[src/core/rbp_pkg.sv]
// Constants and carrier types for the bytewide register port.
// Assumes one 125 MHz core clock and bus pins already synchronous to it.
package rbp_pkg;
    localparam int unsigned CLK_HZ     = 125_000_000;
    localparam int unsigned TICK_HZ    = 100;
    localparam int unsigned TICK_CYC   = CLK_HZ / TICK_HZ;
    localparam int unsigned RESUME_MS  = 150;
    localparam int unsigned RESUME_CYC = RESUME_MS * (CLK_HZ / 1000);
    localparam int          CNT_W      = 25;
    localparam int          ADDR_W     = 6;
    localparam int          NUM_REGS   = 64;

    localparam logic [5:0] A_HSEC  = 6'h00;
    localparam logic [5:0] A_SEC   = 6'h01;
    localparam logic [5:0] A_MIN   = 6'h02;
    localparam logic [5:0] A_AMIN  = 6'h03;
    localparam logic [5:0] A_HOUR  = 6'h04;
    localparam logic [5:0] A_AHOUR = 6'h05;
    localparam logic [5:0] A_DAY   = 6'h06;
    localparam logic [5:0] A_ADAY  = 6'h07;
    localparam logic [5:0] A_MONTH = 6'h09;
    localparam logic [5:0] A_YEAR  = 6'h0A;
    localparam logic [5:0] A_CMD   = 6'h0B;
    localparam logic [5:0] A_WDL   = 6'h0C;
    localparam logic [5:0] A_WDH   = 6'h0D;
    localparam logic [5:0] A_RAM   = 6'h0E;

    localparam int CMD_TDF  = 0;
    localparam int CMD_WAF  = 1;
    localparam int CMD_TDM  = 2;
    localparam int CMD_WAM  = 3;
    localparam int CMD_B_HI = 5;
    localparam int CMD_TE   = 7;
    localparam int EOSC_BIT = 7;
    localparam int AMASK    = 7;

    localparam logic [7:0]  CMD_RST   = 8'h8C;
    localparam logic [7:0]  REG_RST   = 8'h00;
    localparam logic [7:0]  ADAY_KEEP = 8'h87;
    localparam logic [7:0]  MAX_HSEC  = 8'h99;
    localparam logic [7:0]  MAX_SEC   = 8'h59;
    localparam logic [7:0]  MAX_HOUR  = 8'h23;
    localparam logic [15:0] WD_LAST   = 16'h0001;

    typedef struct packed {
        logic [7:0] hs;
        logic [7:0] sec;
        logic [7:0] min;
        logic [7:0] hr;
    } rbp_time_t;

    typedef struct packed {
        logic [5:0] addr;
        logic [7:0] data;
    } rbp_wr_t;
endpackage

[src/core/rbp_port.sv]
// Bytewide register port with 64 byte registers, time keeping core,
// time-of-day alarm, watchdog and supply write protection.
// Assumes bus strobes and supply indications are synchronous to ref_clk.
// Function
// - Read when CE, OE low, WE high
// - Six address bits pick one of 64
// - CE and WE low means write
// - Write starts at later falling strobe
// - Write ends, data captured, first rising strobe
// - Falling WE turns read drivers off
// - Supply failure blocks all bus access
// - Interrupts and time run on any supply
// - Active-high second interrupt only with supply
// - Write protect until supply good for delay
// - Time and calendar registers are BCD
// - Alarm registers 3, 5, 7 are BCD
// - Register B is binary command register
// - Watchdog interval registers C, D are BCD
// - Locations E to 3F are user bytes
// - Visible copy refreshed from internal copy
// - Command register set by host and events
// - Refresh every hundredth unless frozen or stopped
// - Advance at 99, copy at roll to 00
module rbp_port #(
    parameter int unsigned TICK_CYC   = rbp_pkg::TICK_CYC,
    parameter int unsigned RESUME_CYC = rbp_pkg::RESUME_CYC
) (
    input  wire logic       ref_clk,
    input  wire logic       rst_n,
    input  wire logic       clk_en,
    input  wire logic [5:0] reg_addr_in,
    input  wire logic       ce_n,
    input  wire logic       oe_n,
    input  wire logic       we_n,
    input  wire logic [7:0] bidir_byte_bus_in,
    output logic      [7:0] bidir_byte_bus_out,
    output logic            bidir_byte_bus_oe_n,
    input  wire logic       supply_fail,
    input  wire logic       supply_ok,
    output logic            irq_out_first_out,
    output logic            irq_out_first_oe_n,
    output logic            irq_out_second_out,
    output logic            irq_out_second_oe_n
);
    localparam logic [rbp_pkg::CNT_W-1:0] TICK_LAST = rbp_pkg::CNT_W'(TICK_CYC - 1);
    localparam logic [rbp_pkg::CNT_W-1:0] RES_DONE  = rbp_pkg::CNT_W'(RESUME_CYC);

    function automatic logic [8:0] bcd_inc(input logic [7:0] v, input logic [7:0] max);
        logic [8:0] r;
        r = {1'b0, v[7:4], v[3:0] + 4'h1};
        if (v == max) begin
            r = {1'b1, 8'h00};
        end else if (v[3:0] == 4'h9) begin
            r = {1'b0, v[7:4] + 4'h1, 4'h0};
        end
        return r;
    endfunction

    function automatic logic [15:0] bcd_dec(input logic [15:0] v);
        logic [15:0] r;
        logic        b;
        r = v;
        b = 1'b1;
        for (int i = 0; i < 4; i++) begin
            if (b) begin
                if (r[i*4 +: 4] == 4'h0) begin
                    r[i*4 +: 4] = 4'h9;
                end else begin
                    r[i*4 +: 4] = r[i*4 +: 4] - 4'h1;
                    b = 1'b0;
                end
            end
        end
        return r;
    endfunction

    // Bus group
    logic                        wr_act_reg;
    logic                        wr_act_next;
    rbp_pkg::rbp_wr_t            wr_lat_reg;
    rbp_pkg::rbp_wr_t            wr_lat_next;
    logic                        rd_oe_n_reg;
    logic                        rd_oe_n_next;
    logic [7:0]                  rd_data_reg;
    logic [7:0]                  rd_data_next;
    logic [rbp_pkg::CNT_W-1:0]   tick_cnt_reg;
    logic [rbp_pkg::CNT_W-1:0]   tick_cnt_next;
    logic [rbp_pkg::CNT_W-1:0]   res_cnt_reg;
    logic [rbp_pkg::CNT_W-1:0]   res_cnt_next;
    // Register group
    logic [7:0]                  mem_reg  [rbp_pkg::NUM_REGS];
    logic [7:0]                  mem_next [rbp_pkg::NUM_REGS];
    rbp_pkg::rbp_time_t          t_reg;
    rbp_pkg::rbp_time_t          t_next;
    logic [15:0]                 wd_reg;
    logic [15:0]                 wd_next;

    logic                        prot;
    logic                        rd_req;
    logic                        wr_on;
    logic                        commit;
    logic                        tick;
    logic                        run;
    logic                        te;
    logic [7:0]                  cmd;

    // Protection also drops reads, so the data bus is not driven while supply is marginal
    assign prot   = supply_fail || (res_cnt_reg != RES_DONE);
    assign rd_req = !prot && !ce_n && !oe_n && we_n;
    assign wr_on  = !prot && !ce_n && !we_n;
    assign commit = wr_act_reg && !wr_on && !prot;
    assign tick   = (tick_cnt_reg == TICK_LAST);
    assign cmd    = mem_reg[rbp_pkg::A_CMD];
    assign te     = cmd[rbp_pkg::CMD_TE];
    assign run    = !mem_reg[rbp_pkg::A_MONTH][rbp_pkg::EOSC_BIT];

    always_comb begin
        wr_act_next   = wr_on;
        wr_lat_next   = wr_lat_reg;
        rd_oe_n_next  = !rd_req;
        rd_data_next  = rd_data_reg;
        tick_cnt_next = tick ? '0 : tick_cnt_reg + 1'b1;
        res_cnt_next  = res_cnt_reg;
        // Sampled every active cycle; the last sample before a strobe rises wins
        if (wr_on) begin
            wr_lat_next = '{addr: reg_addr_in, data: bidir_byte_bus_in};
        end
        if (rd_req) begin
            rd_data_next = mem_reg[reg_addr_in];
        end
        if (supply_fail || !supply_ok) begin
            res_cnt_next = '0;
        end else if (res_cnt_reg != RES_DONE) begin
            res_cnt_next = res_cnt_reg + 1'b1;
        end
    end

    always_ff @(posedge ref_clk) begin
        if (!rst_n) begin
            wr_act_reg   <= 1'b0;
            wr_lat_reg   <= '0;
            rd_oe_n_reg  <= 1'b1;
            rd_data_reg  <= 8'h00;
            tick_cnt_reg <= '0;
            res_cnt_reg  <= '0;
        end else if (clk_en) begin
            wr_act_reg   <= wr_act_next;
            wr_lat_reg   <= wr_lat_next;
            rd_oe_n_reg  <= rd_oe_n_next;
            rd_data_reg  <= rd_data_next;
            tick_cnt_reg <= tick_cnt_next;
            res_cnt_reg  <= res_cnt_next;
        end
    end

    assign bidir_byte_bus_out  = rd_data_reg;
    assign bidir_byte_bus_oe_n = rd_oe_n_reg;

    always_comb begin
        logic [8:0]  inc;
        logic        sec_roll;
        logic        tdf_set;
        logic        tdf_clr;
        logic        waf_set;
        logic        waf_clr;
        logic        wd_load;
        logic [15:0] wd_cfg;
        logic [7:0]  d;
        logic [5:0]  a;
        inc      = '0;
        sec_roll = 1'b0;
        tdf_set  = 1'b0;
        tdf_clr  = 1'b0;
        waf_set  = 1'b0;
        waf_clr  = 1'b0;
        wd_load  = 1'b0;
        d        = wr_lat_reg.data;
        a        = wr_lat_reg.addr;
        mem_next = mem_reg;
        t_next   = t_reg;
        wd_next  = wd_reg;
        wd_cfg   = {mem_reg[rbp_pkg::A_WDH], mem_reg[rbp_pkg::A_WDL]};
        // Internal copy keeps counting even while the visible copy is frozen
        if (tick && run) begin
            inc = bcd_inc(t_reg.hs, rbp_pkg::MAX_HSEC);
            t_next.hs = inc[7:0];
            if (inc[8]) begin
                inc = bcd_inc(t_reg.sec, rbp_pkg::MAX_SEC);
                t_next.sec = inc[7:0];
                sec_roll = inc[8];
                if (inc[8]) begin
                    inc = bcd_inc(t_reg.min, rbp_pkg::MAX_SEC);
                    t_next.min = inc[7:0];
                    if (inc[8]) begin
                        inc = bcd_inc(t_reg.hr, rbp_pkg::MAX_HOUR);
                        t_next.hr = inc[7:0];
                    end
                end
            end
            if (te) begin
                mem_next[rbp_pkg::A_HSEC] = t_next.hs;
                if (t_reg.hs == rbp_pkg::MAX_HSEC) begin
                    mem_next[rbp_pkg::A_SEC]  = t_next.sec;
                    mem_next[rbp_pkg::A_MIN]  = t_next.min;
                    mem_next[rbp_pkg::A_HOUR] = t_next.hr;
                end
            end
            // Alarm compares the new minute against masked BCD settings
            if (sec_roll) begin
                tdf_set = (mem_reg[rbp_pkg::A_AMIN][rbp_pkg::AMASK]
                           || mem_reg[rbp_pkg::A_AMIN][6:0] == t_next.min[6:0])
                       && (mem_reg[rbp_pkg::A_AHOUR][rbp_pkg::AMASK]
                           || mem_reg[rbp_pkg::A_AHOUR][5:0] == t_next.hr[5:0])
                       && (mem_reg[rbp_pkg::A_ADAY][rbp_pkg::AMASK]
                           || mem_reg[rbp_pkg::A_ADAY][2:0] == mem_reg[rbp_pkg::A_DAY][2:0]);
            end
            // A zero interval disables the watchdog; expiry reloads for repeat alarms
            if (wd_cfg != 16'h0000) begin
                if (wd_reg <= rbp_pkg::WD_LAST) begin
                    waf_set = 1'b1;
                    wd_next = wd_cfg;
                end else begin
                    wd_next = bcd_dec(wd_reg);
                end
            end
        end
        if (commit) begin
            mem_next[a] = d;
            case (a)
                rbp_pkg::A_HSEC: t_next.hs  = d;
                rbp_pkg::A_SEC:  t_next.sec = d;
                rbp_pkg::A_MIN:  t_next.min = d;
                rbp_pkg::A_HOUR: t_next.hr  = d;
                rbp_pkg::A_AMIN, rbp_pkg::A_AHOUR: tdf_clr = 1'b1;
                rbp_pkg::A_ADAY: begin
                    mem_next[a] = d & rbp_pkg::ADAY_KEEP;
                    tdf_clr = 1'b1;
                end
                // Flag bits are read only for the host
                rbp_pkg::A_CMD: mem_next[a] = {d[7:2], cmd[1:0]};
                rbp_pkg::A_WDL, rbp_pkg::A_WDH: begin
                    waf_clr = 1'b1;
                    wd_load = 1'b1;
                end
                default: ;
            endcase
        end
        if (rd_req) begin
            case (reg_addr_in)
                rbp_pkg::A_AMIN, rbp_pkg::A_AHOUR, rbp_pkg::A_ADAY: tdf_clr = 1'b1;
                rbp_pkg::A_WDL, rbp_pkg::A_WDH: begin
                    waf_clr = 1'b1;
                    wd_load = 1'b1;
                end
                default: ;
            endcase
        end
        if (wd_load) begin
            wd_next = {mem_next[rbp_pkg::A_WDH], mem_next[rbp_pkg::A_WDL]};
        end
        // An event in the same cycle as its clear keeps the flag set
        mem_next[rbp_pkg::A_CMD][rbp_pkg::CMD_TDF] =
            tdf_set || (cmd[rbp_pkg::CMD_TDF] && !tdf_clr);
        mem_next[rbp_pkg::A_CMD][rbp_pkg::CMD_WAF] =
            waf_set || (cmd[rbp_pkg::CMD_WAF] && !waf_clr);
    end

    always_ff @(posedge ref_clk) begin
        if (!rst_n) begin
            for (int i = 0; i < rbp_pkg::NUM_REGS; i++) begin
                mem_reg[i] <= rbp_pkg::REG_RST;
            end
            mem_reg[rbp_pkg::A_CMD] <= rbp_pkg::CMD_RST;
            t_reg  <= '0;
            wd_reg <= 16'h0000;
        end else if (clk_en) begin
            mem_reg <= mem_next;
            t_reg   <= t_next;
            wd_reg  <= wd_next;
        end
    end

    // Interrupt pins ignore protection so alarms reach a failing host, except the active-high second pin, which also needs supply_ok
    logic tod_irq;
    logic wd_irq;
    logic b_high;
    assign tod_irq = cmd[rbp_pkg::CMD_TDF] && !cmd[rbp_pkg::CMD_TDM];
    assign wd_irq  = cmd[rbp_pkg::CMD_WAF] && !cmd[rbp_pkg::CMD_WAM];
    assign b_high  = cmd[rbp_pkg::CMD_B_HI];
    assign irq_out_first_out   = 1'b0;
    assign irq_out_first_oe_n  = !tod_irq;
    assign irq_out_second_out  = b_high;
    assign irq_out_second_oe_n = b_high ? !(wd_irq && supply_ok) : !wd_irq;

    logic [7:0] rd_peek;
    assign rd_peek = mem_reg[reg_addr_in];
endmodule

[config.mk]
export PLATFORM = sky130hd
export DESIGN_NAME = rbp_port
export DESIGN_NICKNAME = d
export VERILOG_FILES = /design/src/core/rbp_pkg.sv /design/src/core/rbp_port.sv
export SDC_FILE = /design/constraint.sdc
export NUM_CORES = 2
export LEC_CHECK = 0
export ABC_CLOCK_PERIOD_IN_PS = 4200
export BUFFER_PORTS_ARGS = -buffer_cell sky130_fd_sc_hd__buf_2
export CAP_MARGIN = 20
export CORE_MARGIN = 2
export CORE_UTILIZATION = 55
export DETAILED_ROUTE_END_ITERATION = 7
export GPL_TIMING_DRIVEN = 0
export PLACE_DENSITY = 0.71
export SLEW_MARGIN = 40
export SYNTH_ARGS = -nofsm -noshare
export SYNTH_HDL_FRONTEND = slang
export SYNTH_SLANG_ARGS = --single-unit
[constraint.sdc]
create_clock -name ref_clk -period 4.2 [get_ports ref_clk]
set_input_delay 0.42 -clock ref_clk [delete_from_list [all_inputs] [get_ports ref_clk]]
set_output_delay 0.42 -clock ref_clk [all_outputs]
set_load 0.01 [all_outputs]
## Yosys cells after proc, flatten, opt, wreduce, memory -nomap -nowiden

Index checks and enable logic that the tools add are counted.
W data, S select, Z words.

- Output and inout bits: 13
- Memories: 0
- Memory bits (writable): 0
- ROM bits: 0
- Logic and storage cells: 272
- Bits in registers: 634
- Bits of input ports: 22
- Bits in latches: 0

- Reduce and logical (&&, ||, !) cells: 61
- Multiply operators: 0
- $add $sub $neg: 14
- Eq/ne operators: 27
- Mux-type cells: 84
- $lt $le $gt $ge: 4
- Bitwise logic cells: 2
- Divide/modulo/power cells: 0
- Shift-type cells: 0

Operator list:

| kind | count |
|---|---|
| $bwmux W512 | 3 |
| $pmux W512 S2 | 1 |
| $mux W512 | 1 |
| $mux W8 | 16 |
| $mux W16 | 6 |
| $mux W24 | 4 |
| $mux W9 | 9 |
| $mux W25 | 3 |
| $mux W32 | 2 |
| $add A25 B1 Y25 const B | 2 |
| $bmux W8 S6 | 1 |
| $demux W8 S6 | 1 |
| $add A4 B1 Y4 const B | 8 |
| $eq A6 B3 Y1 const B | 5 |
| $eq A6 B4 Y1 const B | 5 |
| $mux W1 | 30 |
| $mux W4 | 7 |
| $eq A25 B21 Y1 const B | 1 |
| $ne A25 B25 Y1 const B | 1 |
| $eq A6 B2 Y1 const B | 3 |
| $eq A4 B4 Y1 const B | 4 |
| $eq A8 B7 Y1 const B | 2 |
| $le A16 B1 Y1 const B | 1 |
| $logic_not A4 Y1 | 4 |
| other kinds (22) | 72 |

## Logic depth before layout (Yosys ltp)

- Word-level depth: 21
- Depth in mapped cells: 11
- Gate-level depth less buffers: 9

## Least setup slack after synthesis

Ideal clock, no wire load.

- Path type: input to register
- From: in reg_addr_in[0]
- To: reg rd_data_reg[5] (netlist: bidir_byte_bus_out[5])
- Setup time: 143 ps
- Stages: 8
- Path slack: 1128 ps
- Data arrival time: 2930 ps
- Buffers on the path: 3
- Required time: 4057 ps
- Cells stage by stage: clkbuf_1 -> clkbuf_1 -> buf_1 -> mux4_2 -> mux4_2 -> mux4_2 -> nand2_1 -> o21ai_0

- Word-level cells in the longest chain between the ends: 4

RTL lines:

| what | RTL line | text |
|---|---|---|
| start, declared | rbp_port.sv:31 | `input wire logic [5:0] reg_addr_in,` |
| $not A6 Y7 | - |  |
| $bmux W8 S6 | - |  |
| $mux W8 (not written as such) (2 in series) | rbp_port.sv:129 | `rd_data_next = mem_reg[reg_addr_in];` |
| end signal, assigned | rbp_port.sv:150 | `rd_data_reg <= rd_data_next;` |
| end, declared | rbp_port.sv:84 | `logic [7:0] rd_data_reg;` |

Every way passes these cells. The select of a mux whose other input is x is not followed.
A chain may end at the register's enable or synchronous reset.

## Worst setup path after layout

- From: reg res_cnt_reg[0] (netlist name)
- To: reg mem_reg[164] (netlist name)

- Word-level cells in the longest chain between the ends: 9

RTL lines:

| what | RTL line | text |
|---|---|---|
| start, declared | rbp_port.sv:88 | `logic [rbp_pkg::CNT_W-1:0] res_cnt_reg;` |
| start signal, assigned | rbp_port.sv:152 | `res_cnt_reg <= res_cnt_next;` |
| $ne A25 B25 Y1 * | rbp_port.sv:108 | `assign prot = supply_fail \|\| (res_cnt_reg != RES_DONE);` |
| $logic_or A1 B1 Y1 * | rbp_port.sv:108 |  |
| $logic_not A1 Y1 * | rbp_port.sv:110, rbp_port.sv:111 |  |
| $logic_and A1 B1 Y1 (2 in series) | rbp_port.sv:110 | `assign wr_on = !prot && !ce_n && !we_n;` |
| $logic_not A1 Y1 | rbp_port.sv:111 | `assign commit = wr_act_reg && !wr_on && !prot;` |
| $logic_and A1 B1 Y1 | rbp_port.sv:111 |  |
| $logic_and A1 B1 Y1 * | rbp_port.sv:111 |  |
| $reduce_and A2 Y1 (no line) * | - |  |
| end signal, assigned by index | rbp_port.sv:271 | `mem_reg[i] <= rbp_pkg::REG_RST;` |
| end signal, assigned by index | rbp_port.sv:273 | `mem_reg[rbp_pkg::A_CMD] <= rbp_pkg::CMD_RST;` |
| end signal, assigned | rbp_port.sv:277 | `mem_reg <= mem_next;` |
| end, declared | rbp_port.sv:91 | `logic [7:0] mem_reg [rbp_pkg::NUM_REGS];` |

Mark *: on every way between the ends. The rest lies on a longest branch, timed or not.

==> qor.log <==
[outcome] run status completed
[routing] Antenna Nets Post-Route 0
[routing] total number of vias 29060
[floorplanning] standard-cell rows 86
[yosys] post-synthesis area per instance 8.436 sq um
[place] count of input and output buffers 28
[min_path] terminating pin of the worst hold path wr_lat_reg[4]$_SDFFE_PN0P_
[yosys] ranking of synthesized cells by area sky130_fd_sc_hd__dfxtp_1 (42%), sky130_fd_sc_hd__mux4_2 (12%), sky130_fd_sc_hd__nand2_1 (12%), sky130_fd_sc_hd__a21oi_1 (8.6%), sky130_fd_sc_hd__nor2_1 (2.8%)
[place] GP Congestion 1.016
[cts] hold buffers post-CTS 0
[cts] insertion delay to the later sink of the worst-skew pair 0.63 ns
[cts] htree depth 3
[yosys] share of the synthesized area in the top cell type 41.87%
[sta] Hold Slack 0.03527 ns
[pwr] Pwr per Cell Area 381.3 nW/um^2
[sta] setup ws final 0.2566 ns
[floorplanning] total die area 57010 sq um
[yosys] count of cell types in the netlist 86
[cts] Num CTS Buffers 70
[worst_setup_path] worst setup slack for register-to-register paths 0.26 ns
[floorplanning] initial core utilization 55.34%
[yosys] synthesis warning total 0
[floorplanning] I/O Pins 35
[worst_setup_path] Worst R2R Start res_cnt_reg[0]$_SDFFE_PN0P_
[yosys] cell area after technology mapping 30310 sq um
[sta] achievable frequency 253.6 MHz
[sta] final worst-path cycle share 93.89%
[worst_setup_path] critical path arrival 4.50 ns
[global_route] pin count of the biggest net entering global routing 15
[min_path] Worst Hold Path Cells 3
[min_path] worst hold path class in2reg
[yosys] post-synth net total 3638
[worst_setup_path] critical path class reg2reg
[sta] unrepaired setup endpoints after global routing false
[cts] Root Driver sky130_fd_sc_hd__clkbuf_16
[yosys] Top FF cell, synth sky130_fd_sc_hd__dfxtp_1
[global_route] total global-route track usage 39.24%
[final_layout] Filler cells 4730
[cts] total of cells resized after clock tree synthesis 0
[pwr] Leak Pwr 11.08 nW
[sta] normalized max-slew margin 28.69%
[cts] maximum buffer depth of the clock tree 3
[cts] sinks on the clock net 634
[routing] Remaining DRCs 0
[cts] TritonCTS clock tree done
[routing] average via count per standard cell 6.515
[yosys] cells after synthesis 3593
[global_route] wire length of the first global-routing pass 167200 microns
[cts] Clock transition at path regs 0.06 ns
[global_route] total congestion overflow after global routing 0
[final_layout] number of nets in the layout 3745
[sta] clock period minus final worst setup slack 3.943 ns
[sta] setup TNS 0 ns
[sta] Max Clock Skew 0.02389 ns
[worst_setup_path] capture point of the worst reg-to-reg path mem_reg[164]$_SDFFE_PN0P_
[place] Detailed Place HPWL 80080 microns
[yosys] ys async rst share 0%
[worst_setup_path] depth of the worst register-to-register path 10
[worst_setup_path] required time at the worst-slack endpoint 4.76 ns
[yosys] Seq/Total Area, Yosys 41.87%
[global_route] number of antenna violations at the first check in global routing 4
[worst_setup_path] CP Capture Type register
[min_path] worst hold start bidir_byte_bus_in[4]
[yosys] Post-synth EDFFs 0
[place] post-placement setup slack 0.4034 ns
[final_layout] Final Util 62.04%
[routing] DRC marker count from the first detailed-route iteration 4372
[sta] final setup fails 0
[routing] first-pass detailed-route iteration total 6
[final_layout] area grow syn2layout 12.10%
[cts] buffers inserted by post-CTS timing repair 0
[routing] total detailed-routing wirelength 113200 microns
[yosys] cell type with the highest aggregate area in the netlist sky130_fd_sc_hd__dfxtp_1
[floorplanning] horizontal die dimension 238.8 microns
[yosys] Synth Register Bits 634
[run] max capacitance violation total 0
[worst_setup_path] Startpoint Class register
[sta] Fin. Hold Viols 0
[worst_setup_path] biggest fanout along the worst timing path 10
[routing] Wirelength per Cell 25.39 microns
[floorplanning] area of the placeable core 54770 sq um
[sta] worst-margin pin slew 1.070 ns
[final_layout] share of post-route cells with drive strength above 1 11.42%
[pwr] VDD IR max 0.4046 mV
[sta] Pins Over Slew Limit 0
[global_route] number of global-route vias before repair 26340
[floorplanning] die height 238.8 microns
[layout by cell type (no fill, tap or decap), types with 43 or more instances in the layout]
cell type and n:
sky130_fd_sc_hd__clkbuf_1 215, sky130_fd_sc_hd__mux4_2 168, sky130_fd_sc_hd__a21oi_1 520, sky130_fd_sc_hd__buf_2 45, sky130_fd_sc_hd__nand2_1 1003, sky130_fd_sc_hd__o21ai_0 113, sky130_fd_sc_hd__nor2_1 226, sky130_fd_sc_hd__dfxtp_1 634
sky130_fd_sc_hd__a211oi_1 43, sky130_fd_sc_hd__nand3_1 60, sky130_fd_sc_hd__clkbuf_16 74
[how the worst max path moves through the flow]
stage | cells past startpoint | to | slack, ns | from
2_1_floorplan | 8 | bidir_byte_bus_out[5]$_SDFFE_PN0P_ | 1.13 | reg_addr_in[0]
3_3_place_gp | 8 | t_reg[16]$_SDFFE_PN0P_ | 0.09 | wr_lat_reg[10]$_SDFFE_PN0P_
3_5_place_dp | 8 | bidir_byte_bus_out[1]$_SDFFE_PN0P_ | 0.40 | reg_addr_in[1]
4_1_cts | 9 | mem_reg[248]$_SDFFE_PN0P_ | 0.36 | res_cnt_reg[0]$_SDFFE_PN0P_
5_1_grt | 10 | mem_reg[35]$_SDFFE_PN0P_ | 0.03 | res_cnt_reg[0]$_SDFFE_PN0P_
6_report | 10 | mem_reg[164]$_SDFFE_PN0P_ | 0.26 | res_cnt_reg[0]$_SDFFE_PN0P_
[routing by layer]
| layer | wire [microns] | vias to the layer above | global-route usage (%) |
|---|---|---|---|
| met2 | 46260 | 2038 | 55.21 |
| met4 | 8406 | 8 | 24.00 |
| met3 | 15950 | 504 | 12.66 |
| met1 | 42590 | 13670 | 52.34 |
| met5 | 46 | - | 0 |
| li1 | - | 12850 | - |
[synthesized netlist by cell type (5+ instances only)]
cell                       count
sky130_fd_sc_hd__a211oi_1     43
sky130_fd_sc_hd__a21boi_0      8
sky130_fd_sc_hd__a21o_1        6
sky130_fd_sc_hd__a21oi_1     520
sky130_fd_sc_hd__a22oi_1       5
sky130_fd_sc_hd__a31o_2        6
sky130_fd_sc_hd__a31oi_1      13
sky130_fd_sc_hd__and2_1       15
sky130_fd_sc_hd__and3_1       25
sky130_fd_sc_hd__and3b_1       9
sky130_fd_sc_hd__and4_1        7
sky130_fd_sc_hd__buf_1        11
sky130_fd_sc_hd__buf_2         9
sky130_fd_sc_hd__clkbuf_1    228
sky130_fd_sc_hd__dfxtp_1     634
sky130_fd_sc_hd__ha_1         23
sky130_fd_sc_hd__inv_1        30
sky130_fd_sc_hd__mux2i_1      40
sky130_fd_sc_hd__mux4_2      168
sky130_fd_sc_hd__nand2_1    1004
sky130_fd_sc_hd__nand2b_1     22
sky130_fd_sc_hd__nand3_1      60
sky130_fd_sc_hd__nand3b_1     13
sky130_fd_sc_hd__nand4_1      25
sky130_fd_sc_hd__nand4b_1      7
sky130_fd_sc_hd__nor2_1      229
sky130_fd_sc_hd__nor2_8        6
sky130_fd_sc_hd__nor2b_1       6
sky130_fd_sc_hd__nor3_1       35
sky130_fd_sc_hd__nor4_1       23
sky130_fd_sc_hd__nor4b_1      13
sky130_fd_sc_hd__o211ai_1     14
sky130_fd_sc_hd__o21a_1        7
sky130_fd_sc_hd__o21ai_0     113
sky130_fd_sc_hd__o22ai_1      32
sky130_fd_sc_hd__o311ai_0      6
sky130_fd_sc_hd__o31ai_1       8
sky130_fd_sc_hd__or2_2        12
sky130_fd_sc_hd__or3_1        18
sky130_fd_sc_hd__or4_1         8
sky130_fd_sc_hd__xnor2_1      22
sky130_fd_sc_hd__xor2_1       33
[stage by stage]
step           total power, mW  instances  instance area (sq um)
2_1_floorplan            6.423       3593                  30310
3_5_place_dp             6.586       4332                  31490
3_3_place_gp             6.583       4325                  31330
4_1_cts                  12.93       4460                  33910
5_1_grt                  13.19       4460                  33980
6_report                 12.96       4461                  33980
[kinds of logic after synthesis]
group / Yosys count / share of synthesized area, %
muxes: 212 / 13.95
buffers and inverters: 281 / 3.554
adders and majority gates: 23 / 0.9494
DFF: 634 / 41.87
and+or+nand+nor: 1561 / 22.70
AOI/OAI and AO/OA: 826 / 15.37
xor gates and xnor gates: 55 / 1.589
other: 1 / 0.01237
[power breakdown]
group	switching, mW	leakage, nW	total (mW)	internal [mW]
Combinational	0.324	4.78	0.444	0.121
Clock	2.64	1.20	6.48	3.84
Sequential	0.00800	5.11	6.03	6.02
Total	2.97	11.1	13.0	9.98
[cell type report]
cell class	count	area, sq um	area share (%)
well taps	704	880.8	2.592
multi-input cells	2678	16670	49.05
plain buffers	250	1001	2.946
flip-flops and latches	634	12690	37.35
clock inverters	22	240.2	0.7070
repair buffers	35	197.7	0.5818
clock buffers	106	2182	6.422
inverters	31	116.4	0.3425
diodes	1	2.502	0.007365
[worst max-delay path, stage by stage, from the launching register on]
cell and delay (ns):
sky130_fd_sc_hd__dfxtp_1 0.33, sky130_fd_sc_hd__inv_1 0.09, sky130_fd_sc_hd__ha_1 0.17, sky130_fd_sc_hd__nor4b_1 0.29, sky130_fd_sc_hd__nand3_1 0.33, sky130_fd_sc_hd__nor4_1 0.56
sky130_fd_sc_hd__nand4b_1 0.46, sky130_fd_sc_hd__clkbuf_1 0.36, sky130_fd_sc_hd__nor2_1 0.61, sky130_fd_sc_hd__o21ai_0 0.44, sky130_fd_sc_hd__a21oi_1 0.23
Note: power is estimated with default switching activity, not from simulation.
